## src/common/smbus_arp_pkg.sv

```systemverilog
// Constants, encodings and the checksum function of the SMBus ARP target
// Behaviour
// - Bus variant, ARP-capable or fixed-and-discoverable, is chosen by the position strap.
// - ARP-capable variant takes part in address resolution for dynamic addressing.
// - Fixed variant answers a strap-derived fixed address from power-up, SMBus 1.x compatible.
// - Strap is sampled once at power-up and decoded into one of eight levels.
// - Decoded strap level is held; later strap changes are ignored until power cycle.
// - ARP-capable mode provides a 128-bit unique identifier returned to the host.
// - Low 16 bits of the vendor-specific identifier part come from an internal random number generator.
// - Power-up strap level is included in the unique identifier.
// - General ARP commands always accepted, except Get UDID while the address is resolved; directed ones only at the established address.
// - Every ARP exchange carries a checksum byte; device checks and generates it.
// - Supports Prepare and Assign general; Reset and Get UDID general and directed.
// - Four highest strap levels select ARP mode, position bits 111 down to 100.
// - Four lowest strap levels select fixed mode, addresses 0x53 down to 0x50.
// - First data byte of a write to the device address is stored in the register select pointer.
// - Fixed mode keeps its strap address; Assign Address does not change it.
// - Vendor-specific field holds position bits then a 16-bit random value.
package smbus_arp_pkg;

   //------------------------------------------------------------
   // Addresses and strap decode
   //------------------------------------------------------------
   localparam logic [6:0] DEFAULT_ADDR    = 7'h61;
   localparam logic [6:0] FIXED_ADDR_BASE = 7'h50;
   localparam logic [2:0] ARP_LEVEL_MIN   = 3'h4;
   localparam logic [7:0] NO_ADDR_BYTE    = 8'hff;
   localparam logic [7:0] IDLE_BYTE       = 8'hff;

   //------------------------------------------------------------
   // ARP commands and transaction layout
   //------------------------------------------------------------
   localparam logic [7:0] CMD_PREPARE     = 8'h01;
   localparam logic [7:0] CMD_RESET       = 8'h02;
   localparam logic [7:0] CMD_GET_UDID    = 8'h03;
   localparam logic [7:0] CMD_ASSIGN      = 8'h04;
   localparam logic [7:0] UDID_COUNT      = 8'h11;
   localparam logic [4:0] WR_IDX_CMD      = 5'h00;
   localparam logic [4:0] WR_IDX_UDID0    = 5'h02;
   localparam logic [4:0] WR_IDX_NEW_ADDR = 5'h12;
   localparam logic [4:0] SHORT_CMD_BYTES = 5'h02;
   localparam logic [4:0] ASSIGN_BYTES    = 5'h14;
   localparam logic [4:0] RD_IDX_COUNT    = 5'h00;
   localparam logic [4:0] RD_IDX_UDID0    = 5'h01;
   localparam logic [4:0] RD_IDX_ADDR     = 5'h11;
   localparam logic [4:0] RD_IDX_PEC      = 5'h12;

   //------------------------------------------------------------
   // Identifier fields and checksum
   //------------------------------------------------------------
   localparam logic [7:0]  UDID_VERSION   = 8'h0a;
   localparam logic [15:0] UDID_INTERFACE = 16'h0004;
   localparam logic [15:0] UDID_SUBSYS    = 16'h0000;
   localparam logic [12:0] VS_ZERO        = 13'h0000;
   localparam logic [7:0]  PEC_POLY       = 8'h07;
   localparam logic [15:0] LFSR_SEED      = 16'hace1;
   localparam logic [2:0]  BIT_LAST       = 3'h7;

   typedef enum logic [2:0] {
      ST_IDLE, ST_ADDR, ST_ADDR_ACK, ST_WRITE, ST_WRITE_ACK, ST_READ, ST_READ_ACK
   } bus_state_t;

   function automatic logic [7:0] crc8(input logic [7:0] crc, input logic [7:0] data);
      logic [7:0] c;
      c = crc ^ data;
      for (int i = 0; i < 8; i++) begin
         c = c[7] ? ((c << 1) ^ PEC_POLY) : (c << 1);
      end
      return c;
   endfunction : crc8

endpackage : smbus_arp_pkg

```

## src/rtl/smbus_arp_slave.sv

```systemverilog
// SMBus target with ARP, fixed-address mode and register select pointer
`timescale 1ns/1ps
module smbus_arp_slave #(
   parameter logic [7:0]  UDID_CAPS      = 8'h41,   // Arbitrary value
   parameter logic [15:0] UDID_VENDOR_ID = 16'h1234, // Arbitrary value
   parameter logic [15:0] UDID_DEVICE_ID = 16'h5678  // Arbitrary value
) (
   input  wire logic        clk_i,
   input  wire logic        srst_i,
   input  wire logic        ce_i,
   input  wire logic        scl_i,
   input  wire logic        sda_i,
   output logic             sda_o,
   output logic             sda_oe_o,
   input  wire logic [2:0]  board_position_strap_i,
   input  wire logic [7:0]  rd_data_i,
   output logic [7:0]       register_select_pointer_o,
   output logic [7:0]       wr_data_o,
   output logic             wr_stb_o,
   output logic             rd_stb_o,
   output logic             fixed_discoverable_mode_o,
   output logic [6:0]       dev_addr_o,
   output logic             addr_valid_o
);

   //------------------------------------------------------------
   // Pin synchronisers
   //------------------------------------------------------------
   logic [2:0] scl_s_reg, scl_s_next, sda_s_reg, sda_s_next;
   logic       scl_q_reg, scl_q_next, sda_q_reg, sda_q_next;
   logic       scl_p_reg, sda_p_reg;

   always_comb begin
      scl_s_next = {scl_s_reg[1:0], scl_i};
      sda_s_next = {sda_s_reg[1:0], sda_i};
      scl_q_next = (scl_s_reg[1] == scl_s_reg[2]) ? scl_s_reg[2] : scl_q_reg;
      sda_q_next = (sda_s_reg[1] == sda_s_reg[2]) ? sda_s_reg[2] : sda_q_reg;
   end

   always_ff @(posedge clk_i) begin
      if (srst_i) begin
         scl_s_reg <= 3'h7;
         sda_s_reg <= 3'h7;
         scl_q_reg <= 1'b1;
         sda_q_reg <= 1'b1;
         scl_p_reg <= 1'b1;
         sda_p_reg <= 1'b1;
      end else if (ce_i) begin
         scl_s_reg <= scl_s_next;
         sda_s_reg <= sda_s_next;
         scl_q_reg <= scl_q_next;
         sda_q_reg <= sda_q_next;
         scl_p_reg <= scl_q_reg;
         sda_p_reg <= sda_q_reg;
      end
   end

   logic scl_rise, scl_fall, bus_start, bus_stop;
   assign scl_rise  = scl_q_reg & ~scl_p_reg;
   assign scl_fall  = ~scl_q_reg & scl_p_reg;
   assign bus_start = scl_q_reg & scl_p_reg & ~sda_q_reg & sda_p_reg;
   assign bus_stop  = scl_q_reg & scl_p_reg & sda_q_reg & ~sda_p_reg;

   //------------------------------------------------------------
   // Strap and identifier
   //------------------------------------------------------------
   logic        fd_mode;
   logic [2:0]  position;
   logic [6:0]  fixed_addr;
   logic [15:0] rand_val;

   strap_rng u_strap_rng (
      .clk_i                     (clk_i),
      .srst_i                    (srst_i),
      .ce_i                      (ce_i),
      .board_position_strap_i    (board_position_strap_i),
      .seed_take_i               (bus_start),
      .fixed_discoverable_mode_o (fd_mode),
      .position_id_bits_o        (position),
      .fixed_addr_o              (fixed_addr),
      .rand_o                    (rand_val)
   );

   logic [127:0] udid;
   assign udid = {UDID_CAPS, smbus_arp_pkg::UDID_VERSION, UDID_VENDOR_ID, UDID_DEVICE_ID,
                  smbus_arp_pkg::UDID_INTERFACE, smbus_arp_pkg::UDID_SUBSYS, smbus_arp_pkg::UDID_SUBSYS,
                  smbus_arp_pkg::VS_ZERO, position, rand_val};

   function automatic logic [7:0] udid_byte(input logic [127:0] u, input logic [4:0] k);
      logic [127:0] t;
      t = u << {k, 3'b000};
      return t[127:120];
   endfunction : udid_byte

   //------------------------------------------------------------
   // Protocol engine
   //------------------------------------------------------------
   smbus_arp_pkg::bus_state_t state_reg, state_next;
   logic [2:0] bit_reg,   bit_next;
   logic [1:0] phase_reg, phase_next;
   logic [7:0] shift_reg, shift_next;
   logic [7:0] tx_reg,    tx_next;
   logic [7:0] crc_reg,   crc_next;
   logic [7:0] cmd_reg,   cmd_next;
   logic [4:0] idx_reg,   idx_next;
   logic       arp_reg,   arp_next;
   logic       rw_reg,    rw_next;
   logic       drive_reg, drive_next;
   logic       match_reg, match_next;
   logic [6:0] new_reg,   new_next;
   logic [6:0] asg_reg,   asg_next;
   logic       av_reg,    av_next;
   logic       ar_reg,    ar_next;
   logic [7:0] ptr_reg,   ptr_next;
   logic [7:0] wd_reg,    wd_next;
   logic       wstb_reg,  wstb_next;
   logic       rstb_reg,  rstb_next;

   logic [6:0] my_addr;
   logic       my_valid;
   logic [7:0] rx_byte, tx_byte;
   logic       directed;

   assign my_addr  = fd_mode ? fixed_addr : asg_reg;
   assign my_valid = fd_mode | av_reg;
   assign rx_byte  = {shift_reg[6:0], sda_q_reg};
   assign directed = my_valid && (cmd_reg[7:1] == my_addr);

   // Byte to send in the next read slot; ARP answers only to an accepted Get UDID
   always_comb begin
      tx_byte = smbus_arp_pkg::IDLE_BYTE;
      if (!arp_reg) begin
         tx_byte = rd_data_i;
      end else if ((cmd_reg == smbus_arp_pkg::CMD_GET_UDID && !ar_reg) || (directed && cmd_reg[0])) begin
         if (idx_reg == smbus_arp_pkg::RD_IDX_COUNT) begin
            tx_byte = smbus_arp_pkg::UDID_COUNT;
         end else if (idx_reg < smbus_arp_pkg::RD_IDX_ADDR) begin
            tx_byte = udid_byte(udid, idx_reg - smbus_arp_pkg::RD_IDX_UDID0);
         end else if (idx_reg == smbus_arp_pkg::RD_IDX_ADDR) begin
            tx_byte = my_valid ? {my_addr, 1'b1} : smbus_arp_pkg::NO_ADDR_BYTE;
         end else if (idx_reg == smbus_arp_pkg::RD_IDX_PEC) begin
            tx_byte = crc_reg;
         end
      end
   end

   always_comb begin
      state_next = state_reg;
      bit_next   = bit_reg;
      phase_next = phase_reg;
      shift_next = shift_reg;
      tx_next    = tx_reg;
      crc_next   = crc_reg;
      cmd_next   = cmd_reg;
      idx_next   = idx_reg;
      arp_next   = arp_reg;
      rw_next    = rw_reg;
      drive_next = drive_reg;
      match_next = match_reg;
      new_next   = new_reg;
      asg_next   = asg_reg;
      av_next    = av_reg;
      ar_next    = ar_reg;
      ptr_next   = ptr_reg;
      wd_next    = wd_reg;
      wstb_next  = 1'b0;
      rstb_next  = 1'b0;
      if (bus_stop) begin
         state_next = smbus_arp_pkg::ST_IDLE;
         drive_next = 1'b0;
         // Commands act only on a complete frame with a good checksum
         if (arp_reg && !rw_reg && crc_reg == 8'h00 && state_reg == smbus_arp_pkg::ST_WRITE) begin
            if (idx_reg == smbus_arp_pkg::SHORT_CMD_BYTES) begin
               if (cmd_reg == smbus_arp_pkg::CMD_PREPARE) begin
                  ar_next = 1'b0;
               end else if (cmd_reg == smbus_arp_pkg::CMD_RESET || (directed && !cmd_reg[0])) begin
                  ar_next = 1'b0;
                  av_next = 1'b0;
               end
            end else if (idx_reg == smbus_arp_pkg::ASSIGN_BYTES && cmd_reg == smbus_arp_pkg::CMD_ASSIGN
                         && match_reg) begin
               ar_next = 1'b1;
               if (!fd_mode) begin
                  asg_next = new_reg;
                  av_next  = 1'b1;
               end
            end
         end
      end else if (bus_start) begin
         if (state_reg == smbus_arp_pkg::ST_IDLE) begin
            crc_next = 8'h00;
         end
         state_next = smbus_arp_pkg::ST_ADDR;
         bit_next   = 3'h0;
         idx_next   = 5'h00;
         drive_next = 1'b0;
      end else begin
         case (state_reg)
            smbus_arp_pkg::ST_ADDR: begin
               if (scl_rise) begin
                  shift_next = rx_byte;
                  bit_next   = bit_reg + 3'h1;
                  if (bit_reg == smbus_arp_pkg::BIT_LAST) begin
                     crc_next   = smbus_arp_pkg::crc8(crc_reg, rx_byte);
                     rw_next    = sda_q_reg;
                     arp_next   = (shift_reg[6:0] == smbus_arp_pkg::DEFAULT_ADDR);
                     phase_next = 2'h0;
                     if (shift_reg[6:0] == smbus_arp_pkg::DEFAULT_ADDR || (my_valid && shift_reg[6:0] == my_addr)) begin
                        state_next = smbus_arp_pkg::ST_ADDR_ACK;
                     end else begin
                        state_next = smbus_arp_pkg::ST_IDLE;
                     end
                  end
               end
            end
            smbus_arp_pkg::ST_ADDR_ACK, smbus_arp_pkg::ST_WRITE_ACK: begin
               if (scl_fall) begin
                  if (phase_reg == 2'h0) begin
                     drive_next = 1'b1;
                     phase_next = 2'h1;
                  end else if (rw_reg) begin
                     tx_next    = {tx_byte[6:0], 1'b0};
                     drive_next = ~tx_byte[7];
                     crc_next   = smbus_arp_pkg::crc8(crc_reg, tx_byte);
                     rstb_next  = ~arp_reg;
                     bit_next   = 3'h0;
                     state_next = smbus_arp_pkg::ST_READ;
                  end else begin
                     drive_next = 1'b0;
                     bit_next   = 3'h0;
                     state_next = smbus_arp_pkg::ST_WRITE;
                  end
               end
            end
            smbus_arp_pkg::ST_WRITE: begin
               if (scl_rise) begin
                  shift_next = rx_byte;
                  bit_next   = bit_reg + 3'h1;
                  if (bit_reg == smbus_arp_pkg::BIT_LAST) begin
                     crc_next   = smbus_arp_pkg::crc8(crc_reg, rx_byte);
                     idx_next   = idx_reg + 5'h01;
                     phase_next = 2'h0;
                     state_next = smbus_arp_pkg::ST_WRITE_ACK;
                     if (arp_reg) begin
                        if (idx_reg == smbus_arp_pkg::WR_IDX_CMD) begin
                           cmd_next   = rx_byte;
                           match_next = 1'b1;
                        end else if (idx_reg >= smbus_arp_pkg::WR_IDX_UDID0 && idx_reg < smbus_arp_pkg::WR_IDX_NEW_ADDR
                                     && rx_byte != udid_byte(udid, idx_reg - smbus_arp_pkg::WR_IDX_UDID0)) begin
                           match_next = 1'b0;
                        end else if (idx_reg == smbus_arp_pkg::WR_IDX_NEW_ADDR) begin
                           new_next = rx_byte[7:1];
                        end
                     end else if (idx_reg == smbus_arp_pkg::WR_IDX_CMD) begin
                        ptr_next = rx_byte;
                     end else begin
                        wd_next   = rx_byte;
                        wstb_next = 1'b1;
                     end
                  end
               end
            end
            smbus_arp_pkg::ST_READ: begin
               if (scl_rise) begin
                  bit_next = bit_reg + 3'h1;
                  if (bit_reg == smbus_arp_pkg::BIT_LAST) begin
                     idx_next   = idx_reg + 5'h01;
                     phase_next = 2'h0;
                     state_next = smbus_arp_pkg::ST_READ_ACK;
                  end
               end else if (scl_fall) begin
                  drive_next = ~tx_reg[7];
                  tx_next    = {tx_reg[6:0], 1'b0};
               end
            end
            smbus_arp_pkg::ST_READ_ACK: begin
               if (scl_fall && phase_reg == 2'h0) begin
                  drive_next = 1'b0;
                  phase_next = 2'h1;
               end else if (scl_rise && phase_reg == 2'h1) begin
                  // Master NACK ends the read; wait for stop
                  if (sda_q_reg) begin
                     state_next = smbus_arp_pkg::ST_IDLE;
                  end else begin
                     phase_next = 2'h1;
                     rw_next    = 1'b1;
                     state_next = smbus_arp_pkg::ST_ADDR_ACK;
                  end
               end
            end
            default: begin
               drive_next = 1'b0;
            end
         endcase
      end
   end

   always_ff @(posedge clk_i) begin
      if (srst_i) begin
         state_reg <= smbus_arp_pkg::ST_IDLE;
         bit_reg   <= 3'h0;
         phase_reg <= 2'h0;
         shift_reg <= 8'h00;
         tx_reg    <= 8'h00;
         crc_reg   <= 8'h00;
         cmd_reg   <= 8'h00;
         idx_reg   <= 5'h00;
         arp_reg   <= 1'b0;
         rw_reg    <= 1'b0;
         drive_reg <= 1'b0;
         match_reg <= 1'b0;
         new_reg   <= 7'h00;
         asg_reg   <= 7'h00;
         av_reg    <= 1'b0;
         ar_reg    <= 1'b0;
         ptr_reg   <= 8'h00;
         wd_reg    <= 8'h00;
         wstb_reg  <= 1'b0;
         rstb_reg  <= 1'b0;
      end else if (ce_i) begin
         state_reg <= state_next;
         bit_reg   <= bit_next;
         phase_reg <= phase_next;
         shift_reg <= shift_next;
         tx_reg    <= tx_next;
         crc_reg   <= crc_next;
         cmd_reg   <= cmd_next;
         idx_reg   <= idx_next;
         arp_reg   <= arp_next;
         rw_reg    <= rw_next;
         drive_reg <= drive_next;
         match_reg <= match_next;
         new_reg   <= new_next;
         asg_reg   <= asg_next;
         av_reg    <= av_next;
         ar_reg    <= ar_next;
         ptr_reg   <= ptr_next;
         wd_reg    <= wd_next;
         wstb_reg  <= wstb_next;
         rstb_reg  <= rstb_next;
      end
   end

   //------------------------------------------------------------
   // Outputs
   //------------------------------------------------------------
   assign sda_o                     = 1'b0;
   assign sda_oe_o                  = drive_reg;
   assign register_select_pointer_o = ptr_reg;
   assign wr_data_o                 = wd_reg;
   assign wr_stb_o                  = wstb_reg;
   assign rd_stb_o                  = rstb_reg;
   assign fixed_discoverable_mode_o = fd_mode;
   assign dev_addr_o                = my_addr;
   assign addr_valid_o              = my_valid;

endmodule : smbus_arp_slave

```

## src/rtl/strap_rng.sv

```systemverilog
// Power-up strap capture, strap decode and random identifier source
`timescale 1ns/1ps
module strap_rng (
   input  wire logic        clk_i,
   input  wire logic        srst_i,
   input  wire logic        ce_i,
   input  wire logic [2:0]  board_position_strap_i,
   input  wire logic        seed_take_i,
   output logic             fixed_discoverable_mode_o,
   output logic [2:0]       position_id_bits_o,
   output logic [6:0]       fixed_addr_o,
   output logic [15:0]      rand_o
);

   logic [2:0]  level_reg,  level_next;
   logic        taken_reg,  taken_next;
   logic [15:0] lfsr_reg,   lfsr_next;
   logic [15:0] rand_reg,   rand_next;
   logic        seeded_reg, seeded_next;

   //------------------------------------------------------------
   // Capture and free-running generator
   //------------------------------------------------------------
   always_comb begin
      level_next  = level_reg;
      taken_next  = 1'b1;
      seeded_next = seeded_reg;
      rand_next   = rand_reg;
      if (!taken_reg) begin
         level_next = board_position_strap_i;
      end
      lfsr_next = {lfsr_reg[14:0], lfsr_reg[15] ^ lfsr_reg[13] ^ lfsr_reg[12] ^ lfsr_reg[10]};
      // Frozen at first bus start: its arrival time differs between boards
      if (seed_take_i && !seeded_reg) begin
         rand_next   = lfsr_reg;
         seeded_next = 1'b1;
      end
   end

   always_ff @(posedge clk_i) begin
      if (srst_i) begin
         level_reg  <= 3'h0;
         taken_reg  <= 1'b0;
         lfsr_reg   <= smbus_arp_pkg::LFSR_SEED;
         rand_reg   <= smbus_arp_pkg::LFSR_SEED;
         seeded_reg <= 1'b0;
      end else if (ce_i) begin
         level_reg  <= level_next;
         taken_reg  <= taken_next;
         lfsr_reg   <= lfsr_next;
         rand_reg   <= rand_next;
         seeded_reg <= seeded_next;
      end
   end

   //------------------------------------------------------------
   // Level decode
   //------------------------------------------------------------
   assign fixed_discoverable_mode_o = (level_reg < smbus_arp_pkg::ARP_LEVEL_MIN);
   assign position_id_bits_o        = level_reg;
   assign fixed_addr_o              = smbus_arp_pkg::FIXED_ADDR_BASE + {5'h00, level_reg[1:0]};
   assign rand_o                    = rand_reg;

endmodule : strap_rng

```

## config.mk

```make
export PLATFORM = sky130hd
export DESIGN_NAME = smbus_arp_slave
export DESIGN_NICKNAME = d
export VERILOG_FILES = /design/src/common/smbus_arp_pkg.sv /design/src/rtl/smbus_arp_slave.sv /design/src/rtl/strap_rng.sv
export SDC_FILE = /design/constraint.sdc
export NUM_CORES = 1
export LEC_CHECK = 0
export BUFFER_PORTS_ARGS = -buffer_cell sky130_fd_sc_hd__buf_2
export CAP_MARGIN = 40
export CORE_ASPECT_RATIO = 1.25
export CORE_MARGIN = 5
export CORE_UTILIZATION = 52
export CTS_CLUSTER_SIZE = 40
export DETAILED_ROUTE_END_ITERATION = 10
export PLACE_DENSITY = 0.8
export SLEW_MARGIN = 5
export SYNTH_ARGS = -nofsm -noshare
export SYNTH_HDL_FRONTEND = slang
export SYNTH_SLANG_ARGS = --single-unit
```

## constraint.sdc

```tcl
create_clock -name clk_i -period 4.3 [get_ports clk_i]
set_input_delay 0.215 -clock clk_i [delete_from_list [all_inputs] [get_ports clk_i]]
set_output_delay 0.215 -clock clk_i [all_outputs]
set_load 0.01 [all_outputs]
```

==> flow_metrics.tcl, run 1 <==
set metrics [dict create \
    wl_met3_um 1540 \
    multi_input_area_um2 4810 \
    hpwlAfterDp_um 14100 \
    hold_violations 0 \
    critPathLaunch "idx_reg[2]" \
    drive_above_1_share 0.113 \
    grt_max_degree 79 \
    ctsHtreeMaxLevel 4 \
    cts_buffers 17 \
    period_share 0.864 \
    worstReg2RegStart "idx_reg[2]" \
    max_slew.worst_pin.slew_ns 0.788 \
    routed_wl_um 20600 \
    crit_required_ns 4.60 \
    slowest_stage "dfxtp_1" \
    syn-mean-instance-area_um2 8.13 \
    place.gp.congestion 0.940 \
    antenna_found_initial 0 \
    cts.sinks 127 \
    power.total_mw 2.97 \
    synthesis.instances 964 \
    cpPeakStageDelay_ns 0.56 \
    yosysWarnings 0 \
    fmax_mhz 269 \
    first_global_vias 6638 \
    clk_pin_slew_worst_paths_ns 0.06 \
    ys.flop_type "dfxtp_1" \
    nNetsFinal 999 \
    synth.net_count 991 \
    worstSkewPairLatency_ns 0.44 \
    crit_chain "inv_1 -> ha_1 -> xnor2_1 -> buf_4 -> nor4_1 -> o2111ai_1 -> a22oi_1 -> a211o_1 -> o31ai_1 -> o31ai_1 -> nand4_2 -> mux2i_1 -> nor2_1" \
    synthArstFlopShare 0 \
    grt.total_usage 0.237 \
    n_antenna_cell 0 \
    rsz0062_at_grt "no" \
    seq_area_frac_synth 0.324 \
    finalSetupTns_ns 0 \
    leakage_nw 3.59 \
    cts_buffer_depth 2 \
    path_buf_inv 2 \
    worst_hold_path_type "primary input to register" \
    wl_per_cell_um 17.6 \
    fillers 1323 \
    initial_utilization 0.526 \
    max-vdd-ir-drop_v 0.000290 \
    portBuffers 43 \
    top_layer "met4" \
    drt_iter0_drc 779 \
    power.density_nw_per_um2 343 \
    worstPathArrival_ns 4.01 \
    grt_overflow_total 0 \
    drv_cap 0 \
    critPathKind "register to register" \
    cts_root_buf "clkbuf_16" \
    wl_met2_um 9740 \
    synthDistinctLibCells 80 \
    synth_edf_count 0 \
    vias 7155 \
    regArea_um2 2540 \
    drv_slew 0 \
    die-height_um 147 \
    drc 0 \
    period_needed_ns 3.71 \
    status "finished, final reports clean" \
    route.antenna.remaining_nets 0 \
    finClkSkew_ns 0.00776 \
    ctsResizeCount 0 \
    cts_tree "yes" \
    die_w_um 120 \
    pin_count 45 \
    cp_max_fo 16 \
    endpoint_kind "register" \
    vias_per_cell 6.13 \
    drtPass1Iterations 5 \
    dieArea_um2 17600 \
    relSlewSlack 0.475 \
    wl_met1_um 8360 \
    setup_viol 0 \
    rows 50 \
    syn-cell-area_um2 7840 \
    ys_seq_elements 127 \
    grt_pass1_wl_um 33800 \
    worstHoldStart "board_position_strap_i[1]" \
    area_growth_pct 10.4 \
    core_um2 14900 \
    crit_path_frequent_cell "o31ai_1" \
    crit_family "simple AND/OR/NAND/NOR gates" \
    cp-start-kind "register" \
]
## what timing repair did
item | in CTS | in global routing
setup buffers | 0 | 0
hold endpoints to repair | 2 | 0
endpoints found under the setup margin | 0 | 0
hold buffers | 2 | 0
## cell families after synthesis
group / Yosys count / synth area share
AO/OA/AOI/OAI: 201 / 0.176
XOR/XNOR: 66 / 0.0747
adder cells (fa/ha/maj): 11 / 0.0176
buffers and inverters: 91 / 0.0615
flip-flops: 127 / 0.324
multiplexers: 78 / 0.101
other: 1 / 0.000479
AND/OR/NAND/NOR: 389 / 0.245
## power breakdown
group	total [mW]	internal, mW	switching [mW]
Sequential	1.22	1.20	0.0195
Clock	1.61	1.05	0.559
Combinational	0.150	0.0622	0.0875
Total	2.97	2.31	0.666
## per-layer routing
layer,GRT usage,vias to the layer above
met1,0.286,3329
met5,0,-
met3,0.0597,71
li1,-,3436
met2,0.392,319
met4,0.117,0
## area by class of cell
cell class | instances | share of cell area
inverter | 22 | 0.00954
timing repair buffer | 58 | 0.0388
clock inverter | 12 | 0.0239
sequential | 127 | 0.294
tap | 182 | 0.0263
multi-input combinational | 746 | 0.556
clock buffer | 20 | 0.0516
## synthesized netlist by cell type, drive strengths merged (20+ instances only)
master	instances	area (µm²)
nor2	135	509
dfxtp	127	2540
nand2	80	308
mux2i	72	721
a21oi	62	310
clkbuf	51	282
xnor2	46	403
o21ai	33	169
nor3	31	155
nand3	29	145
and2	21	131
inv	21	78.8
xor2	20	183
## layout by cell type (no fill, tap or decap), drive strengths merged, types with 8 or more instances in the layout
| cell type | n |
|---|---|
| a211o | 18 |
| a21oi | 62 |
| and2 | 21 |
| and3 | 9 |
| buf | 56 |
| clkbuf | 20 |
| dfxtp | 127 |
| ha | 11 |
| inv | 23 |
| mux2i | 72 |
| nand2 | 80 |
| nand2b | 11 |
| nand3 | 29 |
| nand3b | 12 |
| nor2 | 135 |
| nor2b | 15 |
| nor3 | 31 |
| nor4 | 12 |
| o21ai | 33 |
| o22ai | 10 |
| or3 | 8 |
| xnor2 | 46 |
| xor2 | 20 |
## worst min-delay path, delay by kind of cell
kind	cells	cell delay (ns)
simple gates	1	0.07
buf+inv	1	0.07
mux	1	0.05
## stage by stage
stage	setup slack, ns	instances	utilization	hold WS, ns	area (µm²)
detailed placement	0.715	1133	0.536	0.425	7980
global placement	0.857	1133	0.536	0.423	7980
global route	0.326	1167	0.581	0.0384	8650
finish	0.586	1167	0.581	0.0104	8650
floorplan	0.828	964	-	0.337	7840
CTS	0.651	1167	0.581	0.00968	8650
## worst paths after layout
| check | end | slack [ns] | cells past startpoint |
|---|---|---|---|
| hold reg to reg | sda_s_reg[1] | 0.45 | 1 |
| setup / recovery | new_reg[0] | 0.59 | 13 |
| setup reg to reg | new_reg[0] | 0.59 | 13 |
| hold / removal | u_strap_rng.position_id_bits_o[1] | 0.01 | 3 |
No activity file was read; power rests on OpenSTA's default activity.
==> run 2: changes to the inputs <==
--- a/config.mk
+++ b/config.mk
@@ -12,7 +12,7 @@
 export CORE_UTILIZATION = 52
 export CTS_CLUSTER_SIZE = 40
 export DETAILED_ROUTE_END_ITERATION = 10
-export PLACE_DENSITY = 0.8
+export PLACE_DENSITY = 0.7
 export SLEW_MARGIN = 5
 export SYNTH_ARGS = -nofsm -noshare
 export SYNTH_HDL_FRONTEND = slang
==> flow_metrics.tcl, run 2 (same netlist as run 1, synthesis figures left out) <==
set metrics [dict create \
    crit_required_ns 4.59 \
    regArea_um2 2540 \
    crit_path_frequent_cell "o31ai_1" \
    finalSetupTns_ns 0 \
    period_share 0.851 \
    cts_root_buf "clkbuf_16" \
    worst_hold_path_type "primary input to register" \
    power.density_nw_per_um2 334 \
    drt_iter0_drc 577 \
    period_needed_ns 3.66 \
    grt_pass1_wl_um 33200 \
    grt-busiest-layer "met2" \
    use_met3 0.0474 \
    grt.total_usage 0.233 \
    slowest_stage "dfxtp_1" \
    place.gp.congestion 0.908 \
    stdcell_count 1169 \
    gr-usage-met2 0.382 \
    drc 0 \
    worstReg2RegStart "idx_reg[2]" \
    setup_viol 0 \
    status "finished, final reports clean" \
    drv_cap 0 \
    finClkSkew_ns 0.00677 \
    drive_above_1_share 0.114 \
    cts.sinks 127 \
    wl_per_cell_um 17.3 \
    antenna_found_initial 0 \
    vias_per_cell 6.03 \
    vias 7045 \
    r2r_end "new_reg[2]" \
    die-height_um 147 \
    power.total_mw 2.89 \
    grt_overflow_total 0 \
    layout_common_cells "nor2_1 (134), dfxtp_1 (127), nand2_1 (79)" \
    worstHoldStart "board_position_strap_i[2]" \
    critPathKind "register to register" \
    postCtsHoldBufs 2 \
    rows 50 \
    cp_max_fo 9 \
    critPathLaunch "idx_reg[2]" \
    cts_buffer_depth 2 \
    area_growth_pct 10.3 \
    max-vdd-ir-drop_v 0.000193 \
    hold_violations 0 \
    crit_chain "inv_1 -> ha_1 -> xnor2_1 -> nor4_1 -> or4_1 -> a22oi_1 -> a211o_1 -> o31ai_1 -> o31ai_1 -> nand4_2 -> mux2i_1 -> nor2_1" \
    portBuffers 43 \
    fmax_mhz 273 \
    hold-path-cell-count 3 \
    grt_use_met1 0.300 \
    dp_cells 1135 \
    min_to "u_strap_rng.position_id_bits_o[2]" \
    multi_input_area_um2 4810 \
    path_buf_inv 1 \
    dieArea_um2 17600 \
    worstRegToRegCells 12 \
    die_w_um 120 \
    holdWs_ns 0.0284 \
    routed_wl_um 20200 \
    n_antenna_cell 0 \
    cts_buffers 17 \
    cts_tree "yes" \
    worstPathArrival_ns 3.95 \
    endpoint_kind "register" \
    clk_pin_slew_worst_paths_ns 0.06 \
    nNetsFinal 1001 \
    relSlewSlack 0.476 \
    core_um2 14900 \
    hpwlAfterDp_um 14500 \
    worstSkewPairLatency_ns 0.42 \
    drv_slew 0 \
    crit_family "simple AND/OR/NAND/NOR gates" \
    ctsHtreeMaxLevel 4 \
    pin_count 45 \
    reg2reg_setup_slack_ns 0.64 \
    first_global_vias 6469 \
    final_core_util 0.581 \
    route.antenna.remaining_nets 0 \
    post_cts_buffers 0 \
    rsz0062_at_grt "no" \
    mostFrequentLayoutCell "nor2_1" \
    max_slew.worst_pin.slew_ns 0.785 \
    cp-start-kind "register" \
    initial_utilization 0.526 \
    cpPeakStageDelay_ns 0.55 \
    drtPass1Iterations 5 \
    fillers 1409 \
    ctsResizeCount 0 \
    grt_max_degree 80 \
    leakage_nw 3.58 \
]
==> run 2: power by group <==
group / leakage [nW] / internal, mW / total [mW] / switching (mW)
Sequential: 1.03 / 1.20 / 1.21 / 0.0188
Clock: 0.301 / 0.988 / 1.53 / 0.537
Combinational: 2.25 / 0.0623 / 0.150 / 0.0877
Total: 3.58 / 2.25 / 2.89 / 0.643
==> run 2: area by class of cell <==
type / instances / area share
Tap cell: 182 / 0.0263
Clock inverter: 12 / 0.0213
Timing Repair Buffer: 60 / 0.0405
Clock buffer: 20 / 0.0517
Sequential cell: 127 / 0.294
Multi-Input combinational cell: 746 / 0.557
Inverter: 22 / 0.00955
==> run 2: worst register-to-register path, delay by kind of cell, from the launching register on <==
family,cells,cell delay [ns]
simple gates,4,1.06
buf+inv,1,0.21
xor+xnor,1,0.44
flops,1,0.55
compound gates,4,0.75
fa+ha+maj,1,0.27
mux,1,0.25
==> run 2: per-stage QoR <==
| stage | worst slack [ns] | instance area [µm²] |
|---|---|---|
| 2_1_floorplan | 0.828 | 7840 |
| 3_3_place_gp | 0.790 | 7990 |
| 3_5_place_dp | 0.696 | 7990 |
| 4_1_cts | 0.684 | 8640 |
| 5_1_grt | 0.317 | 8640 |
| 6_report | 0.642 | 8640 |
==> run 2: metal layers <==
metal	part of all wire	up-vias	wire length, µm
met5	0	-	0
met4	0.030	0	605
met3	0.058	53	1170
met2	0.47	237	9570
met1	0.44	3305	8860
li1	-	3450	-
==> run 2: how the worst max path moves through the flow <==
stage                      end  slack, ns  cells after the start
detailed placement  new_reg[2]       0.70                     12
floorplan           crc_reg[6]       0.83                     14
global route        new_reg[0]       0.32                     13
CTS                 new_reg[2]       0.68                     12
global placement    new_reg[0]       0.79                     12
finish              new_reg[2]       0.64                     12
